--- config.mk ---
export PLATFORM = sky130hd
export DESIGN_NAME = moc_memory_control
export DESIGN_NICKNAME = d
export VERILOG_FILES = /design/src/core/moc_refresh_row.v /design/src/core/moc_memory_control.v
export VERILOG_INCLUDE_DIRS = /design/src /design/src/core
export SDC_FILE = /design/constraint.sdc
export NUM_CORES = 1
export LEC_CHECK = 0
export ABC_AREA = 0
export BUFFER_PORTS_ARGS = -buffer_cell sky130_fd_sc_hd__buf_4
export CORE_ASPECT_RATIO = 0.9
export CORE_MARGIN = 4
export CORE_UTILIZATION = 48
export CTS_CLUSTER_SIZE = 10
export DETAILED_ROUTE_END_ITERATION = 10
export GPL_TIMING_DRIVEN = 0
export HOLD_SLACK_MARGIN = 0.05
export PLACE_DENSITY = 0.81
export SYNTH_ARGS = -nofsm -noshare
export SYNTH_HDL_FRONTEND = slang
export SYNTH_SLANG_ARGS = --single-unit
--- constraint.sdc ---
create_clock -name clock -period 2 [get_ports clock]
set_input_delay 0.3 -clock clock [delete_from_list [all_inputs] [get_ports clock]]
set_output_delay 0.3 -clock clock [all_outputs]
set_load 0.01 [all_outputs]
--- src/core/moc_regs.vh ---
// Register indices, field positions, reset values and encodings for the on-board memory control block.
`ifndef MOC_REGS_VH
`define MOC_REGS_VH

// Register indices; the byte address on the register bus is four times the index.
`define MOC_CTRL_IDX      8'h16
`define MOC_STAT_IDX      8'h17
`define MOC_IDX_W         8

// Control register fields.
`define MOC_SEG_LSB       0
`define MOC_SEG_W         4
`define MOC_ROM_OFF_BIT   5
`define MOC_CTRL_W        8
`define MOC_CTRL_RESET    8'h4f

// Segment and overlay decode.
`define MOC_SEG_SEL_MSB   15
`define MOC_SEG_SEL_LSB   14
`define MOC_ROM_PAGE      4'hf

// Refresh row width: 128 rows.
`define MOC_ROW_W         7
`define MOC_COL_W         9

// Bus response codes.
`define MOC_RESP_OKAY     2'b00
`define MOC_RESP_SLVERR   2'b10

`endif

--- src/core/moc_refresh_row.v ---
// Refresh row counter that steps once per refresh cycle.
`default_nettype none

module moc_refresh_row #(
  parameter ROW_W = 7
) (
  input  wire             clock,
  input  wire             rst_n,
  input  wire             step,
  output reg  [ROW_W-1:0] row_q
);

  ////////////////////////////////////////////////////////////////////////////
  // The counter wraps through every row, so 128 steps cover the whole array.
  always @(posedge clock or negedge rst_n) begin
    if (!rst_n) begin
      row_q <= {ROW_W{1'b0}};
    end else if (step) begin
      row_q <= row_q + {{(ROW_W-1){1'b0}}, 1'b1};
    end
  end

endmodule
`default_nettype wire

--- src/core/moc_memory_control.v ---
// On-board dynamic RAM control with segment enables, refresh, DMA access and monitor ROM overlay.
`include "moc_regs.vh"
`default_nettype none

module moc_memory_control #(
  parameter ROW_W = `MOC_ROW_W,
  parameter COL_W = `MOC_COL_W
) (
  input  wire             clock,
  input  wire             rst_n,
  // Register bus, AXI4-Lite slave.
  input  wire [7:0]       s_axi_awaddr,
  input  wire             s_axi_awvalid,
  output wire             s_axi_awready,
  input  wire [31:0]      s_axi_wdata,
  input  wire [3:0]       s_axi_wstrb,
  input  wire             s_axi_wvalid,
  output wire             s_axi_wready,
  output reg  [1:0]       s_axi_bresp,
  output reg              s_axi_bvalid,
  input  wire             s_axi_bready,
  input  wire [7:0]       s_axi_araddr,
  input  wire             s_axi_arvalid,
  output wire             s_axi_arready,
  output reg  [31:0]      s_axi_rdata,
  output reg  [1:0]       s_axi_rresp,
  output reg              s_axi_rvalid,
  input  wire             s_axi_rready,
  // Processor and backplane memory cycle.
  input  wire [15:0]      mem_addr,
  input  wire             mem_req,
  input  wire             mem_rd,
  input  wire             mem_wr,
  input  wire             opcode_fetch_cycle,
  input  wire             cpu_wait,
  input  wire             dma_active,
  input  wire             cpu_reset_n,
  // Decode results and DRAM strobes.
  output reg              ram_select_q,
  output reg              rom_select_q,
  output reg              data_oe_q,
  output reg              dram_ras_n_q,
  output reg              dram_cas_n_q,
  output reg              dram_we_n_q,
  output reg  [ROW_W-1:0] dram_row_q,
  output reg  [COL_W-1:0] dram_col_q,
  output reg              refresh_active_q
);

  ////////////////////////////////////////////////////////////////////////////
  // Cycle states.
  localparam [2:0] ST_IDLE = 3'd0;  // Array idle, precharged.
  localparam [2:0] ST_RAS  = 3'd1;  // Row strobed for an access.
  localparam [2:0] ST_CAS  = 3'd2;  // Column strobed, held until the cycle ends.
  localparam [2:0] ST_REF  = 3'd3;  // Row-only refresh strobe.
  localparam [2:0] ST_PRE  = 3'd4;  // Precharge before the next cycle.

  reg  [2:0]              state_q;        // Current cycle state.
  reg  [`MOC_CTRL_W-1:0]  ctrl_q;         // Segment enables and overlay switch.
  reg                     pend_ref_q;     // Refresh owed after an opcode fetch.
  reg                     fetch_q;        // Current access is an opcode fetch.
  reg                     rst_s1_q;       // Reset pin synchroniser, first stage.
  reg                     rst_s2_q;       // Second stage.
  reg                     rst_s3_q;       // Third stage.
  reg                     cpu_in_reset_q; // Filtered processor reset level.
  wire [ROW_W-1:0]        ref_row;        // Row for the next refresh.
  wire                    ref_step;       // One refresh issued.

  ////////////////////////////////////////////////////////////////////////////
  // The processor reset pin is asynchronous to us; a new level counts only
  // once stages two and three agree, which rejects single-cycle glitches.
  always @(posedge clock or negedge rst_n) begin
    if (!rst_n) begin
      rst_s1_q       <= 1'b0;
      rst_s2_q       <= 1'b0;
      rst_s3_q       <= 1'b0;
      cpu_in_reset_q <= 1'b1;
    end else begin
      rst_s1_q <= ~cpu_reset_n;
      rst_s2_q <= rst_s1_q;
      rst_s3_q <= rst_s2_q;
      if (rst_s2_q == rst_s3_q) begin
        cpu_in_reset_q <= rst_s3_q;
      end
    end
  end

  ////////////////////////////////////////////////////////////////////////////
  // Address decode. The overlay is checked first so it shadows the RAM.
  wire       rom_on  = ~ctrl_q[`MOC_ROM_OFF_BIT];
  wire       rom_hit = rom_on & (mem_addr[15:12] == `MOC_ROM_PAGE);
  wire [1:0] seg_idx = mem_addr[`MOC_SEG_SEL_MSB:`MOC_SEG_SEL_LSB];
  wire       seg_on  = ctrl_q[`MOC_SEG_LSB + seg_idx];
  wire       ram_hit = seg_on & ~rom_hit;
  wire       acc_go  = mem_req & (mem_rd | mem_wr) & ram_hit;
  // Refresh is owed after a fetch, and runs freely while the processor is
  // stalled or held in reset. A DMA master owns the array, so its own
  // low-order row sweep does the refreshing instead.
  wire       ref_go  = pend_ref_q | cpu_in_reset_q | (cpu_wait & ~dma_active);

  assign ref_step = (state_q == ST_IDLE) & ref_go & ~(acc_go & ~pend_ref_q);

  moc_refresh_row #(
    .ROW_W (ROW_W)
  ) u_row (
    .clock (clock),
    .rst_n (rst_n),
    .step  (ref_step),
    .row_q (ref_row)
  );

  ////////////////////////////////////////////////////////////////////////////
  // DRAM cycle sequencer. An owed post-fetch refresh beats a new access so
  // the row sweep keeps pace with instruction flow.
  always @(posedge clock or negedge rst_n) begin
    if (!rst_n) begin
      state_q          <= ST_IDLE;
      dram_ras_n_q     <= 1'b1;
      dram_cas_n_q     <= 1'b1;
      dram_we_n_q      <= 1'b1;
      dram_row_q       <= {ROW_W{1'b0}};
      dram_col_q       <= {COL_W{1'b0}};
      refresh_active_q <= 1'b0;
      pend_ref_q       <= 1'b0;
      fetch_q          <= 1'b0;
    end else begin
      case (state_q)
        ST_IDLE: begin
          if (ref_step) begin
            // Row-only refresh from the counter.
            dram_row_q       <= ref_row;
            dram_ras_n_q     <= 1'b0;
            refresh_active_q <= 1'b1;
            pend_ref_q       <= 1'b0;
            state_q          <= ST_REF;
          end else if (acc_go) begin
            // Low address bits form the row.
            dram_row_q   <= mem_addr[ROW_W-1:0];
            dram_col_q   <= mem_addr[15:ROW_W];
            dram_we_n_q  <= ~mem_wr;
            dram_ras_n_q <= 1'b0;
            fetch_q      <= opcode_fetch_cycle;
            state_q      <= ST_RAS;
          end
        end
        ST_RAS: begin
          dram_cas_n_q <= 1'b0;
          state_q      <= ST_CAS;
        end
        ST_CAS: begin
          // Hold the strobes until the bus cycle ends.
          if (!mem_req) begin
            dram_ras_n_q <= 1'b1;
            dram_cas_n_q <= 1'b1;
            dram_we_n_q  <= 1'b1;
            pend_ref_q   <= fetch_q;
            state_q      <= ST_PRE;
          end
        end
        ST_REF: begin
          dram_ras_n_q     <= 1'b1;
          refresh_active_q <= 1'b0;
          state_q          <= ST_PRE;
        end
        ST_PRE: begin
          state_q <= ST_IDLE;
        end
        default: begin
          state_q <= ST_IDLE;
        end
      endcase
    end
  end

  ////////////////////////////////////////////////////////////////////////////
  // Selects and data drive. A disabled segment asserts nothing outside the overlay page so an
  // external board can answer without contention.
  always @(posedge clock or negedge rst_n) begin
    if (!rst_n) begin
      ram_select_q <= 1'b0;
      rom_select_q <= 1'b0;
      data_oe_q    <= 1'b0;
    end else begin
      ram_select_q <= mem_req & ram_hit;
      rom_select_q <= mem_req & rom_hit;
      data_oe_q    <= mem_req & mem_rd & (ram_hit | rom_hit);
    end
  end

  ////////////////////////////////////////////////////////////////////////////
  // Register bus, write side. Address and data are taken in either order and
  // the response waits for both. Only one write is outstanding at a time.
  reg        aw_held_q;  // Write address captured.
  reg [7:0]  aw_addr_q;  // Captured write address.
  reg        w_held_q;   // Write data captured.
  reg [7:0]  w_data_q;   // Captured low byte.
  reg        w_strb_q;   // Captured lane-0 strobe.

  assign s_axi_awready = ~aw_held_q & ~s_axi_bvalid;
  assign s_axi_wready  = ~w_held_q & ~s_axi_bvalid;

  // Byte addresses are four times the index; both still fit the 8-bit bus address.
  wire [7:0] ctrl_addr = `MOC_CTRL_IDX << 2;
  wire [7:0] stat_addr = `MOC_STAT_IDX << 2;
  wire       wr_fire   = aw_held_q & w_held_q & ~s_axi_bvalid;
  wire       wr_ctrl   = wr_fire & (aw_addr_q == ctrl_addr);

  always @(posedge clock or negedge rst_n) begin
    if (!rst_n) begin
      aw_held_q    <= 1'b0;
      aw_addr_q    <= 8'h00;
      w_held_q     <= 1'b0;
      w_data_q     <= 8'h00;
      w_strb_q     <= 1'b0;
      s_axi_bvalid <= 1'b0;
      s_axi_bresp  <= `MOC_RESP_OKAY;
    end else begin
      if (s_axi_awvalid && s_axi_awready) begin
        aw_held_q <= 1'b1;
        aw_addr_q <= s_axi_awaddr;
      end
      if (s_axi_wvalid && s_axi_wready) begin
        w_held_q <= 1'b1;
        w_data_q <= s_axi_wdata[7:0];
        w_strb_q <= s_axi_wstrb[0];
      end
      if (wr_fire) begin
        aw_held_q    <= 1'b0;
        w_held_q     <= 1'b0;
        s_axi_bvalid <= 1'b1;
        s_axi_bresp  <= (aw_addr_q == ctrl_addr) ? `MOC_RESP_OKAY : `MOC_RESP_SLVERR;
      end else if (s_axi_bready) begin
        s_axi_bvalid <= 1'b0;
      end
    end
  end

  ////////////////////////////////////////////////////////////////////////////
  // Control register. A held processor reset forces the overlay back on;
  // this wins over a software write in the same cycle.
  always @(posedge clock or negedge rst_n) begin
    if (!rst_n) begin
      ctrl_q <= `MOC_CTRL_RESET & ~(8'h01 << `MOC_ROM_OFF_BIT);
    end else if (cpu_in_reset_q) begin
      ctrl_q[`MOC_ROM_OFF_BIT] <= 1'b0;
    end else if (wr_ctrl && w_strb_q) begin
      ctrl_q <= w_data_q;
    end
  end

  ////////////////////////////////////////////////////////////////////////////
  // Register bus, read side. One read at a time; the answer follows a cycle
  // after the address is taken.
  assign s_axi_arready = ~s_axi_rvalid;

  always @(posedge clock or negedge rst_n) begin
    if (!rst_n) begin
      s_axi_rvalid <= 1'b0;
      s_axi_rdata  <= 32'h0000_0000;
      s_axi_rresp  <= `MOC_RESP_OKAY;
    end else if (s_axi_arvalid && s_axi_arready) begin
      s_axi_rvalid <= 1'b1;
      if (s_axi_araddr == ctrl_addr) begin
        s_axi_rdata <= {24'h00_0000, ctrl_q};
        s_axi_rresp <= `MOC_RESP_OKAY;
      end else if (s_axi_araddr == stat_addr) begin
        // Live state: sequencer, row counter, refresh owed, reset seen.
        s_axi_rdata <= {16'h0000, 2'b00, cpu_in_reset_q, pend_ref_q, 1'b0, state_q,
                        1'b0, ref_row};
        s_axi_rresp <= `MOC_RESP_OKAY;
      end else begin
        s_axi_rdata <= 32'h0000_0000;
        s_axi_rresp <= `MOC_RESP_SLVERR;
      end
    end else if (s_axi_rready) begin
      s_axi_rvalid <= 1'b0;
    end
  end

endmodule
`default_nettype wire

Word-level counts from Yosys, hierarchy flattened --
Index checks and enable logic that the tools add are counted.
Cells by class: reduce and logical (&&, ||, !) cells 24, multiplexer cells 36, add/sub/neg operators 1, bitwise gates (word level) 34, eq/ne operators 13, $lt $le $gt $ge 1
Operator list (number):
- $mux W14 | 2
- $eq A8 B7 Y1 const B | 3
- $mux W1 | 18
- $reduce_bool A2 Y1 | 9
- $and A1 B1 Y1 | 17
- $mux W7 | 2
- $not A1 Y1 | 13
- $pmux W3 S4 | 1
- $reduce_and A2 Y1 | 5
- $mux W3 | 3
- $reduce_and A3 Y1 | 3
- $ne A2 B2 Y1 const B | 4
- $pmux W1 S2 | 4
- $add A7 B1 Y7 const B | 1
- $eq A3 B2 Y1 const B | 2
- $mux W2 | 3
- $mux W6 | 1
- $eq A4 B4 Y1 const B | 1
- $logic_and A1 B1 Y1 | 4
- $lt A2 B4 Y1 const B | 1
- $or A1 B1 Y1 | 4
- $reduce_and A4 Y1 | 1
- $eq A3 B1 Y1 const B | 1
- $logic_not A3 Y1 | 1
- other kinds (5) | 5
Word-level totals: register bits 104, output and inout bits 64, input port bits 82

Longest topological paths before layout --
depth in word-level cells 10, mapped depth 6

By module --
A second synthesis with hierarchy kept.
Unflattened totals: cells, all modules 271, area total of the unflattened synthesis 3545.9 um^2
Modules (own cells, without submodules):
- moc_memory_control | cells an instance 249, area an instance 3263.1 um^2, instances 1, sequential area each 1913.1 um^2
- moc_refresh_row | cells an instance 22, area an instance 282.8 um^2, instances 1, sequential area each 175.2 um^2

Worst setup path before layout --
No wires, ideal clock.
kind register to register, from register ctrl_q[3], to register u_row.row_q[1], cell stages (with the launch flop) 6, setup time 0.125 ns, path buffers 1, slack 0.226 ns, period minus slack after synthesis 1.774 ns, data required time 1.875 ns, arrival time 1.650 ns, cell sequence dfstp_2 -> mux4_2 -> o2111ai_1 -> and2_1 -> buf_6 -> mux2_2
On the way: word-level cells in the longest chain between the ends 7
RTL lines:
- start, declared | line moc_memory_control.v:59 | reg [`MOC_CTRL_W-1:0] ctrl_q;
- start signal, assigned | line moc_memory_control.v:243 | ctrl_q <= `MOC_CTRL_RESET & ~(8'h01 << `MOC_ROM_OFF_BIT);
- start signal, assigned | line moc_memory_control.v:247 | ctrl_q <= w_data_q;
- $bmux W1 S2 | line moc_memory_control.v:93 | wire seg_on = ctrl_q[`MOC_SEG_LSB + seg_idx];
- $mux W1 | line moc_memory_control.v:93
- $and A1 B1 Y1 | line moc_memory_control.v:94 | wire ram_hit = seg_on & ~rom_hit;
- $and A1 B1 Y1 | line moc_memory_control.v:95 | wire acc_go = mem_req & (mem_rd | mem_wr) & ram_hit;
- $and A1 B1 Y1 | line moc_memory_control.v:101 | assign ref_step = (state_q == ST_IDLE) & ref_go & ~(acc_go & ~pend_ref_q);
- $not A1 Y1 | line moc_memory_control.v:101
- $and A1 B1 Y1 | line moc_memory_control.v:101
- end signal, assigned | line moc_refresh_row.v:17 | row_q <= {ROW_W{1'b0}};
- end signal, assigned | line moc_refresh_row.v:19 | row_q <= row_q + {{(ROW_W-1){1'b0}}, 1'b1};
- end, declared | line moc_refresh_row.v:10 | output reg [ROW_W-1:0] row_q
No other way between the ends. The select of a mux whose other input is x is not followed. A chain may end at the register's enable or synchronous reset.

Worst setup path in the final report --
from register aw_addr_q[5], to register ctrl_q[4]
On the way: word-level cells in the longest chain between the ends 4
RTL lines:
- start, declared | line moc_memory_control.v:194 | reg [7:0] aw_addr_q;
- start signal, assigned | line moc_memory_control.v:220 | aw_addr_q <= s_axi_awaddr;
- $eq A8 B7 Y1 | line moc_memory_control.v:206 | wire wr_ctrl = wr_fire & (aw_addr_q == ctrl_addr);
- $and A1 B1 Y1 | line moc_memory_control.v:206
- $logic_and A1 B1 Y1 | line moc_memory_control.v:246 | end else if (wr_ctrl && w_strb_q) begin
- $reduce_and A2 Y1 (no source line)
No other way between the ends.

==> flow_summary.ini <==
[route]
remaining_drc_errors = 0
drt_iter0_markers = 133
drt_pass1_iterations = 4
wl_per_cell_um = 16.0
drtAntennaViolNets = 0
drt_wl_total_mm = 8.08
routed_via_density = 5.10
vias = 2583

[sta]
skew_ns = 0.00763
relSlewSlack_pct = 32.4
rsz0062_at_grt = no
finalCritPeriodShare_pct = 96.0
period_needed_ns = 1.92
hold_ws_ns = 0.114
final-hold-violation-count = 0
setup_tns_ns = 0
setup_violations = 0
fmax_mhz = 521
drv_slew = 0
tightest_slew_ns = 1.01

[critical_path]
start_kind = flop
endpoint_kind = flop
critPathRequiredTime_ns = 2.24
worstPathArrival_ns = 2.16
crit_fanout = 7
critical_path_class = flop to flop

[placement]
gp_congestion = 0.762
numPortBuffers = 96
dp_hpwl_mm = 6.08
dpl_cell_area_um2 = 4520

[synth]
yosysWarnings = 0
synth_top_family_by_area = multiplexers
syn_inst = 279
ys_types = 52
syn-cell-area_um2 = 3600
yosys.area_share.simple_pct = 8.19
synth_edf_count = 0
synth_xor_area_share_pct = 1.46
synthAdderAreaFrac_pct = 0.625
synth.area.top_cells = dfrtp_1 (51%), mux2_2 (10%), dfstp_2 (6.6%)
synth-async-reset-ratio_pct = 100
synth_ff_type = dfrtp_1
synth_mux_area_share_pct = 12.2
synth_compound_area_share_pct = 11.3
synth.avg_cell_area_um2 = 12.9
yosysSeqAreaShare_pct = 58.0
synth.largest_area_cell = dfrtp_1
synth_top_cell_area_share_pct = 51.4
ys_ff_latch = 83

[power]
internal_power_uw = 3670
combPwrFrac_pct = 29.0
swShare_pct = 30.7
peakVddDrop_v = 0.000597
leakagePower_uw = 0.00245
switching_power_uw = 1630
power_density_nw_per_um2 = 1110
p_seq_share_pct = 46.9
p_clk_share_pct = 24.2

[clock_network]
htreeDepth = 3
cts_tree = built
clk_pin_slew_worst_paths_ns = 0.08
cts_buffer_depth = 2
cts.sinks = 83
cts-buffers-inserted = 9
cts_root_buf = clkbuf_8
clock_latency_ns = 0.35

[finish]
drive_above_1_share_pct = 45.3
n_antenna_cell = 0
fin_nets = 491
design_area_um2 = 4760
synthToLayoutAreaGrowth_pct = 32.0
finish.utilization_pct = 66.2

[floorplan]
dieHeight_um = 90.2
die_area_um2 = 8960
num_io_pins = 146
core_um2 = 7180
num_rows = 29
fp.dieW_um = 99.3
initial_core_util_pct = 50.2

[grt]
antenna_found_initial = 0
grt_pass1_wl_mm = 13.3
grt_pass1_vias = 2647
track_usage_pct = 18.7
overflow = 0
grt_max_degree = 84

[flow_run]
maxCapViolCount = 0

[min_path]
hold_path_class = input pin to asynchronous set/reset pin

[outcome]
outcome = completed
==> per-layer routing <==
layer  up-vias  GRT usage [%]  wire length [um]
met5         -              0                 0
met2        88           28.6              3810
li1       1219              -                 -
met3         8           7.43               697
met1      1268           24.9              3500
met4         0           4.89                68
==> area by class of cell <==
class / instances / area, um2
repair buffers: 98 / 738
inverters: 22 / 82.6
well taps: 93 / 116
plain buffers: 31 / 214
clock inverters: 5 / 77.6
multi-input cells: 163 / 1310
flip-flops and latches: 83 / 2090
clock buffers: 11 / 131
fillers: 583 / 2430
==> synth_stat cells, types with 2 or more instances <==
library cell and n:
and3_1 2, buf_4 21, a22o_1 6, mux2_1 4, inv_1 22, dfstp_2 9
a21oi_1 3, nor3_1 3, xnor2_1 5, a221o_1 6, nor2_1 7, clkbuf_1 5
nand3_1 6, nand3b_1 2, o211a_1 2, buf_2 3, mux2_2 32, buf_6 2
o21ai_0 6, a211oi_1 9, nand2_1 7, nand2b_1 2, a21o_1 4, a222oi_1 7
dfrtp_1 74, and2_1 4
==> flip-flops by register name (all words and copies together) (netlist names), 3 cells and up <==
| register | cells |
|---|---|
| dram_col_q | 9 |
| ctrl_q | 8 |
| dram_row_q | 7 |
| state_q | 3 |
| u_row.row_q | 7 |
| s_axi_rdata | 13 |
| aw_addr_q | 8 |
| w_data_q | 8 |
==> logic make-up after synthesis <==
kind of cell	after synthesis
compound gates	50
xor+xnor	6
fa+ha+maj	2
buf+inv	53
flops	83
mux	38
other cells	1
simple gates	46
==> layout by cell type, fill, tap and decap left out, drive strengths merged, types with 2 or more instances in the layout <==
master,instances
a211oi,9
a21o,4
a21oi,3
a221o,6
a222oi,7
a22o,6
and2,4
and3,3
buf,123
bufinv,2
clkbuf,16
clkinv,2
conb,21
dfrtp,74
dfstp,9
inv,22
mux2,36
nand2,7
nand2b,2
nand3,6
nand3b,2
nor2,8
nor3,3
nor4,2
o211a,2
o21ai,6
xnor2,5
==> metrics by stage <==
stage,total power (uW),cells,worst slack (ns)
after floorplan,3410,299,0.226
after global placement,3960,488,-0.00332
after detailed placement,4030,488,-0.0413
after CTS,5320,504,0.0103
after global routing,5640,506,0.0155
final,5300,506,0.0802
==> power groups by stage <==
stage	logic, uW	registers [uW]	clock network [uW]
floorplan	943	2460	0
global route	1700	2550	1390
detailed placement	1530	2510	0
finish	1530	2480	1280
CTS	1530	2480	1310
global placement	1470	2490	0
==> path summary, 6_finish.rpt <==
path | cells past startpoint | end | startpoint | slack (ns)
hold reg to reg | 0 | rst_s2_q$_DFF_PN0_ | rst_s1_q$_DFF_PN0_ | 0.37
setup / recovery | 4 | ctrl_q[4]$_DFFE_PN0P_ | aw_addr_q[5]$_DFFE_PN0P_ | 0.08
min in group clock | 2 | s_axi_rvalid$_DFFE_PN0P_ | s_axi_rready | 0.13
hold / removal | 1 | w_data_q[4]$_DFFE_PN0P_ | rst_n | 0.11
max in group asynchronous | 1 | s_axi_bresp[1]$_DFFE_PN0P_ | rst_n | 1.22
setup reg to reg | 4 | ctrl_q[4]$_DFFE_PN0P_ | aw_addr_q[5]$_DFFE_PN0P_ | 0.08
==> repair_timing <==
item | 4_1_cts | 5_1_grt
setup buffers | 0 | 1
hold buffers | 0 | 1
gates resized for setup | 1 | 2
endpoints found under the setup margin | 2 | 15
endpoints found under the hold margin | 0 | 1
==> worst max-delay path: stages, from the launching register on <==
cell and delay (ns):
dfrtp_1 0.39, nor4bb_1 0.51, nand3_1 0.27, nor2_4 0.28, mux2_2 0.36
Power figures use the tool's default switching activity.
